===== src/hdl/fxos_pkg.sv =====
package fxos_pkg;
    // Quantization modes.
    typedef enum logic [1:0] {
        FXOS_Q_TRUNC = 2'h0,
        FXOS_Q_SYM   = 2'h1,
        FXOS_Q_CONV  = 2'h2
    } fxos_quant_e;
    // Overflow modes.
    typedef enum logic [1:0] {
        FXOS_O_WRAP = 2'h0,
        FXOS_O_SAT  = 2'h1,
        FXOS_O_FLAG = 2'h2
    } fxos_ovf_e;
    localparam int FXOS_IN_W      = 24;
    localparam int FXOS_IN_FRAC   = 12;
    localparam int FXOS_OUT_W     = 16;
    localparam int FXOS_OUT_FRAC  = 8;
    localparam int FXOS_MAX_W     = 4096;
    localparam int FXOS_LATENCY   = 1;
    localparam int FXOS_BUF_DEPTH = 2;
    localparam int FXOS_APB_W     = 32;
    localparam logic [11:0] FXOS_A_CTRL   = 12'h000;
    localparam logic [11:0] FXOS_A_STATUS = 12'h004;
    localparam int FXOS_C_QUANT  = 0;
    localparam int FXOS_C_OVF    = 2;
    localparam int FXOS_C_SIGNED = 4;
    localparam int FXOS_C_USER   = 5;
    localparam int FXOS_C_CLR    = 6;
    localparam logic [31:0] FXOS_CTRL_RST = 32'h0000_0030;
endpackage


===== src/hdl/fxos_buf.sv =====
`timescale 1ns/10ps
// Two-entry skid buffer; a stall downstream loses no word.
module fxos_buf #(
    parameter int W     = 16,
    parameter int DEPTH = 2
) (
    input  wire logic         i_clk,
    input  wire logic         i_rst,
    input  wire logic         i_clr,
    input  wire logic         i_valid,
    output logic              o_ready,
    input  wire logic [W-1:0] i_data,
    output logic              o_valid,
    input  wire logic         i_ready,
    output logic [W-1:0]      o_data
);
    logic [W-1:0] mem_r [DEPTH];
    logic [1:0]   cnt_r;
    logic         wr_ptr_r;
    logic         rd_ptr_r;
    logic         push;
    logic         pop;

    assign o_ready = (cnt_r != 2'(DEPTH));
    assign o_valid = (cnt_r != 2'h0);
    assign o_data  = mem_r[rd_ptr_r];
    assign push    = i_valid && o_ready;
    assign pop     = o_valid && i_ready;

    always_ff @(posedge i_clk or posedge i_rst) begin
        if (i_rst) begin
            cnt_r    <= 2'h0;
            wr_ptr_r <= 1'b0;
            rd_ptr_r <= 1'b0;
        end else if (i_clr) begin
            cnt_r    <= 2'h0;
            wr_ptr_r <= 1'b0;
            rd_ptr_r <= 1'b0;
        end else begin
            cnt_r <= cnt_r + 2'(push) - 2'(pop);
            if (push) begin
                wr_ptr_r <= ~wr_ptr_r;
            end
            if (pop) begin
                rd_ptr_r <= ~rd_ptr_r;
            end
        end
    end

    always_ff @(posedge i_clk) begin
        if (push) begin
            mem_r[wr_ptr_r] <= i_data;
        end
    end
endmodule


===== src/hdl/fxos_top.sv =====
`timescale 1ns/10ps
module fxos_top #(
    parameter int IN_W     = fxos_pkg::FXOS_IN_W,
    parameter int IN_FRAC  = fxos_pkg::FXOS_IN_FRAC,
    parameter int OUT_W    = fxos_pkg::FXOS_OUT_W,
    parameter int OUT_FRAC = fxos_pkg::FXOS_OUT_FRAC,
    parameter int LATENCY  = fxos_pkg::FXOS_LATENCY
) (
    input  wire logic              I_CORE_CLK,
    input  wire logic              I_RST,
    input  wire logic              I_CLR,
    input  wire logic              I_EN,
    input  wire logic              I_VALID,
    output logic                   O_READY,
    input  wire logic [IN_W-1:0]   I_DATA,
    output logic                   O_VALID,
    input  wire logic              I_READY,
    output logic [OUT_W-1:0]       O_DATA,
    output logic [IN_W-1:0]        O_FULL_DATA,
    input  wire logic              I_PSEL,
    input  wire logic              I_PENABLE,
    input  wire logic              I_PWRITE,
    input  wire logic [11:0]       I_PADDR,
    input  wire logic [31:0]       I_PWDATA,
    output logic [31:0]            O_PRDATA,
    output logic                   O_PREADY,
    output logic                   O_PSLVERR
);
    localparam int DROP = IN_FRAC - OUT_FRAC;
    localparam int EXT  = IN_W + 2;

    initial begin
        if (OUT_W < 1 || OUT_W > fxos_pkg::FXOS_MAX_W) begin
            $error("output width out of range");
        end
        if (OUT_FRAC < 0 || OUT_FRAC > OUT_W) begin
            $error("fraction length out of range");
        end
        if (DROP < 1 || DROP >= IN_W || LATENCY < 1) begin
            $error("unsupported format");
        end
    end

    logic [31:0] ctrl_r;
    logic        sticky_r;
    logic [31:0] prdata_r;
    logic        pready_r;
    logic        pslverr_r;
    logic        apb_acc;
    logic        clr;
    logic        sgn;
    logic        user;
    logic [1:0]  qmode;
    logic [1:0]  omode;

    assign apb_acc = I_PSEL && I_PENABLE && !pready_r;
    assign sgn     = ctrl_r[fxos_pkg::FXOS_C_SIGNED];
    assign user    = ctrl_r[fxos_pkg::FXOS_C_USER];
    assign qmode   = ctrl_r[fxos_pkg::FXOS_C_QUANT +: 2];
    assign omode   = ctrl_r[fxos_pkg::FXOS_C_OVF +: 2];
    // Software clear is merged with the pin so both act synchronously.
    assign clr = I_CLR || ctrl_r[fxos_pkg::FXOS_C_CLR];

    // The slave answers one cycle into the access phase.
    always_ff @(posedge I_CORE_CLK or posedge I_RST) begin
        if (I_RST) begin
            ctrl_r    <= fxos_pkg::FXOS_CTRL_RST;
            pready_r  <= 1'b0;
            pslverr_r <= 1'b0;
            prdata_r  <= 32'h0000_0000;
        end else begin
            pready_r  <= apb_acc;
            pslverr_r <= 1'b0;
            ctrl_r[fxos_pkg::FXOS_C_CLR] <= 1'b0;
            if (apb_acc) begin
                prdata_r <= 32'h0000_0000;
                case (I_PADDR)
                    fxos_pkg::FXOS_A_CTRL: begin
                        if (I_PWRITE) begin
                            ctrl_r <= I_PWDATA & 32'h0000_007F;
                        end else begin
                            prdata_r <= ctrl_r;
                        end
                    end
                    fxos_pkg::FXOS_A_STATUS: begin
                        if (!I_PWRITE) begin
                            prdata_r <= {31'h0, sticky_r};
                        end
                    end
                    default: pslverr_r <= 1'b1;
                endcase
            end
        end
    end
    assign O_PRDATA  = prdata_r;
    assign O_PREADY  = pready_r;
    assign O_PSLVERR = pslverr_r;

    // Quantization first, so a rounding carry reaches the range check.
    logic signed [EXT-1:0] x_ext;
    logic signed [EXT-1:0] q_val;
    logic [DROP-1:0]       frac;
    logic                  half;
    logic                  above;
    logic                  neg;
    logic                  inc;
    logic signed [EXT-1:0] max_v;
    logic signed [EXT-1:0] min_v;
    logic [OUT_W-1:0]      res;
    logic                  ovf;

    always_comb begin
        x_ext = sgn ? EXT'(signed'(I_DATA)) : EXT'(I_DATA);
        frac  = I_DATA[DROP-1:0];
        half  = frac[DROP-1];
        above = (frac[DROP-1] && (frac[DROP-2 < 0 ? 0 : DROP-2:0] != '0))
                && (DROP > 1);
        neg   = sgn && I_DATA[IN_W-1];
        case (qmode)
            fxos_pkg::FXOS_Q_SYM:
                inc = half && (above || !neg || DROP == 1 && !neg)
                      || (half && !neg);
            fxos_pkg::FXOS_Q_CONV:
                inc = half && (above || I_DATA[DROP]);
            default: inc = 1'b0;
        endcase
        // A signed increment keeps the shift arithmetic for negatives.
        q_val = (x_ext >>> DROP) + signed'(EXT'(inc));
        max_v = sgn ? EXT'((1 << (OUT_W - 1)) - 1) : EXT'((1 << OUT_W) - 1);
        min_v = sgn ? -EXT'(1 << (OUT_W - 1)) : EXT'(0);
        ovf   = (q_val > max_v) || (q_val < min_v);
        if (ovf && omode == fxos_pkg::FXOS_O_SAT) begin
            res = (q_val > max_v) ? max_v[OUT_W-1:0]
                                  : min_v[OUT_W-1:0];
        end else begin
            res = q_val[OUT_W-1:0];
        end
    end

    // Latency chain; the last stage is the skid buffer's source.
    logic [OUT_W-1:0] pipe_r [LATENCY];
    logic [IN_W-1:0]  full_r [LATENCY];
    logic [LATENCY-1:0] vld_r;
    logic buf_ready;
    logic advance;

    // Back-pressure stalls the chain as a low enable would.
    assign advance = I_EN && (buf_ready || !vld_r[LATENCY-1]);
    assign O_READY = advance;

    always_ff @(posedge I_CORE_CLK or posedge I_RST) begin
        if (I_RST) begin
            vld_r    <= '0;
            sticky_r <= 1'b0;
        end else if (clr) begin
            vld_r    <= '0;
            sticky_r <= 1'b0;
        end else if (advance) begin
            vld_r <= LATENCY'({vld_r, I_VALID});
            if (I_VALID && ovf && user) begin
                sticky_r <= 1'b1;
            end
        end
    end

    genvar g;
    generate
        for (g = 0; g < LATENCY; g++) begin : g_pipe
            always_ff @(posedge I_CORE_CLK or posedge I_RST) begin
                if (I_RST) begin
                    pipe_r[g] <= '0;
                    full_r[g] <= '0;
                end else if (clr) begin
                    pipe_r[g] <= '0;
                    full_r[g] <= '0;
                end else if (advance) begin
                    pipe_r[g] <= (g == 0) ? (user ? res
                                 : I_DATA[IN_W-1 -: OUT_W])
                                 : pipe_r[(g == 0) ? 0 : g - 1];
                    full_r[g] <= (g == 0) ? I_DATA
                                 : full_r[(g == 0) ? 0 : g - 1];
                end
            end
        end
    endgenerate

    logic             b_valid;
    logic [OUT_W-1:0] b_data;
    logic             b_ready_dn;
    fxos_buf #(
        .W     (OUT_W),
        .DEPTH (fxos_pkg::FXOS_BUF_DEPTH)
    ) u_buf (
        .i_clk   (I_CORE_CLK),
        .i_rst   (I_RST),
        .i_clr   (clr),
        .i_valid (vld_r[LATENCY-1] && advance),
        .o_ready (buf_ready),
        .i_data  (pipe_r[LATENCY-1]),
        .o_valid (b_valid),
        .i_ready (b_ready_dn),
        .o_data  (b_data)
    );
    assign b_ready_dn = I_READY;
    assign O_VALID    = b_valid;
    assign O_DATA     = b_data;
    assign O_FULL_DATA = full_r[LATENCY-1];

    chk_clr_empties: assert property (@(posedge I_CORE_CLK)
        disable iff (I_RST)
        clr |=> (vld_r == '0) && !sticky_r)
        else $error("clear left state");
    chk_hold_state: assert property (@(posedge I_CORE_CLK)
        disable iff (I_RST)
        (!I_EN && !clr) |=> $stable(vld_r) && $stable(pipe_r[0]))
        else $error("state moved while disabled");
    chk_trunc_mode: assert property (@(posedge I_CORE_CLK)
        disable iff (I_RST)
        (qmode == fxos_pkg::FXOS_Q_TRUNC) |-> !inc)
        else $error("truncate rounded");
    chk_sat_range: assert property (@(posedge I_CORE_CLK)
        disable iff (I_RST)
        (omode == fxos_pkg::FXOS_O_SAT && ovf && q_val > max_v)
        |-> res == max_v[OUT_W-1:0])
        else $error("saturation wrong");
    chk_wrap_bits: assert property (@(posedge I_CORE_CLK)
        disable iff (I_RST)
        (omode != fxos_pkg::FXOS_O_SAT) |-> res == q_val[OUT_W-1:0])
        else $error("wrap wrong");
    chk_conv_tie: assert property (@(posedge I_CORE_CLK)
        disable iff (I_RST)
        (qmode == fxos_pkg::FXOS_Q_CONV && half && !above)
        |-> inc == I_DATA[DROP])
        else $error("convergent tie wrong");
endmodule


===== config.mk =====
export PLATFORM = sky130hd
export DESIGN_NAME = fxos_top
export DESIGN_NICKNAME = d
export VERILOG_FILES = /design/src/hdl/fxos_pkg.sv /design/src/hdl/fxos_buf.sv /design/src/hdl/fxos_top.sv
export SDC_FILE = /design/constraint.sdc
export NUM_CORES = 1
export LEC_CHECK = 0
export BUFFER_PORTS_ARGS = -buffer_cell sky130_fd_sc_hd__clkbuf_2
export CORE_ASPECT_RATIO = 0.9
export CORE_MARGIN = 2
export CORE_UTILIZATION = 35
export CTS_CLUSTER_SIZE = 28
export DETAILED_ROUTE_END_ITERATION = 8
export HOLD_SLACK_MARGIN = 0.05
export PLACE_DENSITY = 0.62
export SETUP_SLACK_MARGIN = 0.3
export SLEW_MARGIN = 0
export SYNTH_ARGS = -nofsm -noshare
export SYNTH_HDL_FRONTEND = slang
export SYNTH_SLANG_ARGS = --single-unit

===== constraint.sdc =====
create_clock -name I_CORE_CLK -period 7.6 [get_ports I_CORE_CLK]
set_input_delay 1.52 -clock I_CORE_CLK [delete_from_list [all_inputs] [get_ports I_CORE_CLK]]
set_output_delay 1.52 -clock I_CORE_CLK [all_outputs]
set_load 0.02 [all_outputs]

==> results.cfg <==
[synthesis]
synth.distinct_cells = 60
async_flop_share_pct = 66.0
synth_top_family_by_area = simple AND/OR/NAND/NOR gates
synthSimpleGateAreaFrac_pct = 19.1
ys_seq_area_share_pct = 48.1
ys_ff_latch = 94
synth_mux_area_share_pct = 5.12
synth_xor_area_share_pct = 4.02
synth_edf_count = 32
synth_compound_area_share_pct = 11.6
yosysWarnings = 0
postSynthCellCount = 493
synthesis.area_um2 = 5230
synth.avg_cell_area_um2 = 10.6
synthFlopType = dfrtp_1
synth_fa_ha_area_share_pct = 3.59

[critical_path]
r2r_cells = 18
critPathKind = in2reg
crit_fanout = 15
reg2reg_to = pipe_r[3]
worstReg2RegStart = ctrl_r[0]
end_kind = register
required_ps = 7870
reg2reg_slack_ps = 2850
cp-start-kind = input port
crit_arrival_ps = 5710

[clock_tree]
cts.sinks = 94
path_clk_slew_ps = 70
ctsLongestPathBuffers = 2
htree_levels = 3
cts_resized = 0
cts_tree = built
cts_hold_buf = 0
clk_latency_ps = 350
post-cts-setup-buffer-count = 0
cts_root_buffer = clkbuf_16
cts_buffers = 9

[die]
io_pins = 153
rows = 42
die_area_um2 = 15900
chipHeight_um = 120
start_util_pct = 35.7
die_w_um = 133
core_area_um2 = 14700

[timing]
slew_violations = 0
setup_ws_ps = 2150
skew_ps = 5.57
worst_pin_slew_ps = 1140
fin_crit_sh_pct = 71.7
final-hold-violation-count = 0
finalSetupViolations = 0
maxSlewHeadroom_pct = 24.2
rsz0062_at_grt = no
fmax_mhz = 184
finalSetupTns_ps = 0
period_minus_slack_ps = 5450

[layout]
fin_nets = 673
final.fill_count = 1398
layout_commonest_cell = clkbuf_2
diodes = 0
drive_above_1_share_pct = 29.9
final_cell_mix = clkbuf_2 (102), nand2_1 (82), dfrtp_1 (60)
area_growth_pct = 14.7

[power]
peakVddDrop_mv = 0.0988
p_int_uw = 855
switching_share_pct = 28.9
power_frac_comb_pct = 17.1
p_per_area_nw_per_um2 = 201
p_clk_share_pct = 35.6
seqPwrFrac_pct = 47.3
p_leak_uw = 0.00270
power.switching_uw = 348
power.total_uw = 1200

[grt]
grt_pass1_vias = 3867
grt_usage_pct = 16.1
overflow = 0
grt_start_max_net_pins = 63
grt_pass1_wl_um = 20100
grt_antenna_before_repair = 0

[hold_path]
min_from = O_PRDATA[0]
min_path_type = reg2reg
holdPathEnd = O_PRDATA[0]
min_path_cells = 2

[detailed_routing]
dr.first_iter.drc_count = 187
finalWirelength_um = 12300
detail-route-antenna-nets = 0
routed_via_density = 4.94
num_vias = 3874
wire_per_inst_um = 15.7
drc = 0
dr.pass1.iters = 4

[job]
cap_violations = 0

[outcome]
status = completed

[place]
place_ws_ps = 1830
gp_congestion = 0.858
io_buffers = 102
hpwl_um = 8660
[worst max path at each step]
stage,start,end,slack (ps),cells after the start
after floorplan,I_DATA[0],pipe_r[10],2630,17
after global placement,I_DATA[23],pipe_r[3],1870,18
after detailed placement,I_DATA[23],pipe_r[3],1830,18
after CTS,I_DATA[23],pipe_r[3],2190,18
after global routing,I_DATA[23],pipe_r[3],1780,18
final,I_DATA[23],pipe_r[3],2150,18
[state kept, by name (all words and copies together), names as in the netlist]
| name | cells |
|---|---|
| pipe_r | 16 |
| ctrl_r | 7 |
| u_buf.cnt_r | 2 |
| u_buf.rd_ptr_r | 1 |
| O_FULL_DATA | 24 |
| O_PREADY | 1 |
| sticky_r | 1 |
| vld_r | 1 |
| O_PSLVERR | 1 |
| O_PRDATA | 7 |
| u_buf.mem_r | 32 |
| u_buf.wr_ptr_r | 1 |
[area by class of cell]
type                    instances  area (um2)  share of cell area (%)
clock buffers                  11         243                    4.05
inverters                      12        45.0                   0.751
clock inverters                 5        33.8                   0.563
well taps                     198         248                    4.13
multi-input cells             358        2370                    39.6
flip-flops and latches         94        2510                    41.9
repair buffers                106         541                    9.01
[power groups by stage]
| stage | Clock (uW) | Combinational (uW) | Sequential, uW |
|---|---|---|---|
| 2_1_floorplan | 0 | 153 | 576 |
| 3_3_place_gp | 0 | 204 | 578 |
| 3_5_place_dp | 0 | 207 | 579 |
| 4_1_cts | 438 | 208 | 569 |
| 5_1_grt | 460 | 228 | 572 |
| 6_report | 428 | 206 | 569 |
[critical path: stages]
cell and delay (ps):
clkbuf_2 150, nand2_1 130, o21ai_0 90, a21oi_1 150, ha_1 300, ha_1 260, nand3_1 180, nor4_4 440
nand2b_1 160, and2b_2 240, ha_1 280, inv_1 100, nor4_1 60, a21oi_1 100, o21ai_0 170, a21oi_1 930
or2b_2 360, o211ai_2 70
[metal layers]
| metal | up-vias | GRT usage [%] | part of all wire (%) |
|---|---|---|---|
| met4 | 0 | 4.10 | 1.1 |
| met1 | 1881 | 21.7 | 48 |
| met5 | - | 0 | 0 |
| met3 | 12 | 4.48 | 5.0 |
| li1 | 1868 | - | - |
| met2 | 113 | 25.8 | 46 |
[synthesized netlist by cell type, types with 3 or more instances]
cell type | instances | area share [%]
nor4_1 | 6 | 0.72
a31oi_1 | 4 | 0.48
xnor2_1 | 12 | 2.0
nor2_1 | 15 | 1.1
clkbuf_8 | 7 | 1.8
a21oi_1 | 50 | 4.8
buf_4 | 27 | 3.9
ha_1 | 15 | 3.6
and2_1 | 5 | 0.60
clkbuf_1 | 13 | 0.93
edfxtp_1 | 32 | 18
nor3b_1 | 14 | 2.0
xor2_1 | 12 | 2.0
nand4_4 | 3 | 1.2
nand2b_1 | 3 | 0.36
a22o_1 | 6 | 1.0
nor3_1 | 10 | 0.96
nand2_1 | 83 | 6.0
dfrtp_1 | 60 | 29
inv_1 | 11 | 0.79
mux2_2 | 22 | 4.7
o211ai_2 | 10 | 2.4
buf_2 | 3 | 0.29
and3_1 | 4 | 0.48
nand3_1 | 6 | 0.57
nand4_1 | 4 | 0.48
o21ai_0 | 6 | 0.57
o211ai_1 | 7 | 1.0
[through the flow]
stage | cells | cell area [um2] | hold WS, ps | util [%]
2_1_floorplan | 517 | 5320 | 442 | -
3_3_place_gp | 768 | 5720 | 459 | 39.0
3_5_place_dp | 768 | 5720 | 471 | 39.0
4_1_cts | 784 | 6000 | 486 | 40.9
5_1_grt | 784 | 6000 | 504 | 40.9
6_report | 784 | 6000 | 488 | 40.9
[logic make-up after synthesis]
kind of cell / Yosys count
DFF: 94
AOI/OAI and AO/OA: 91
adders and majority gates: 15
other: 1
and+or+nand+nor: 179
muxes: 24
buffers and inverters: 65
xor gates and xnor gates: 24
No activity file was read; power rests on OpenSTA's default activity.
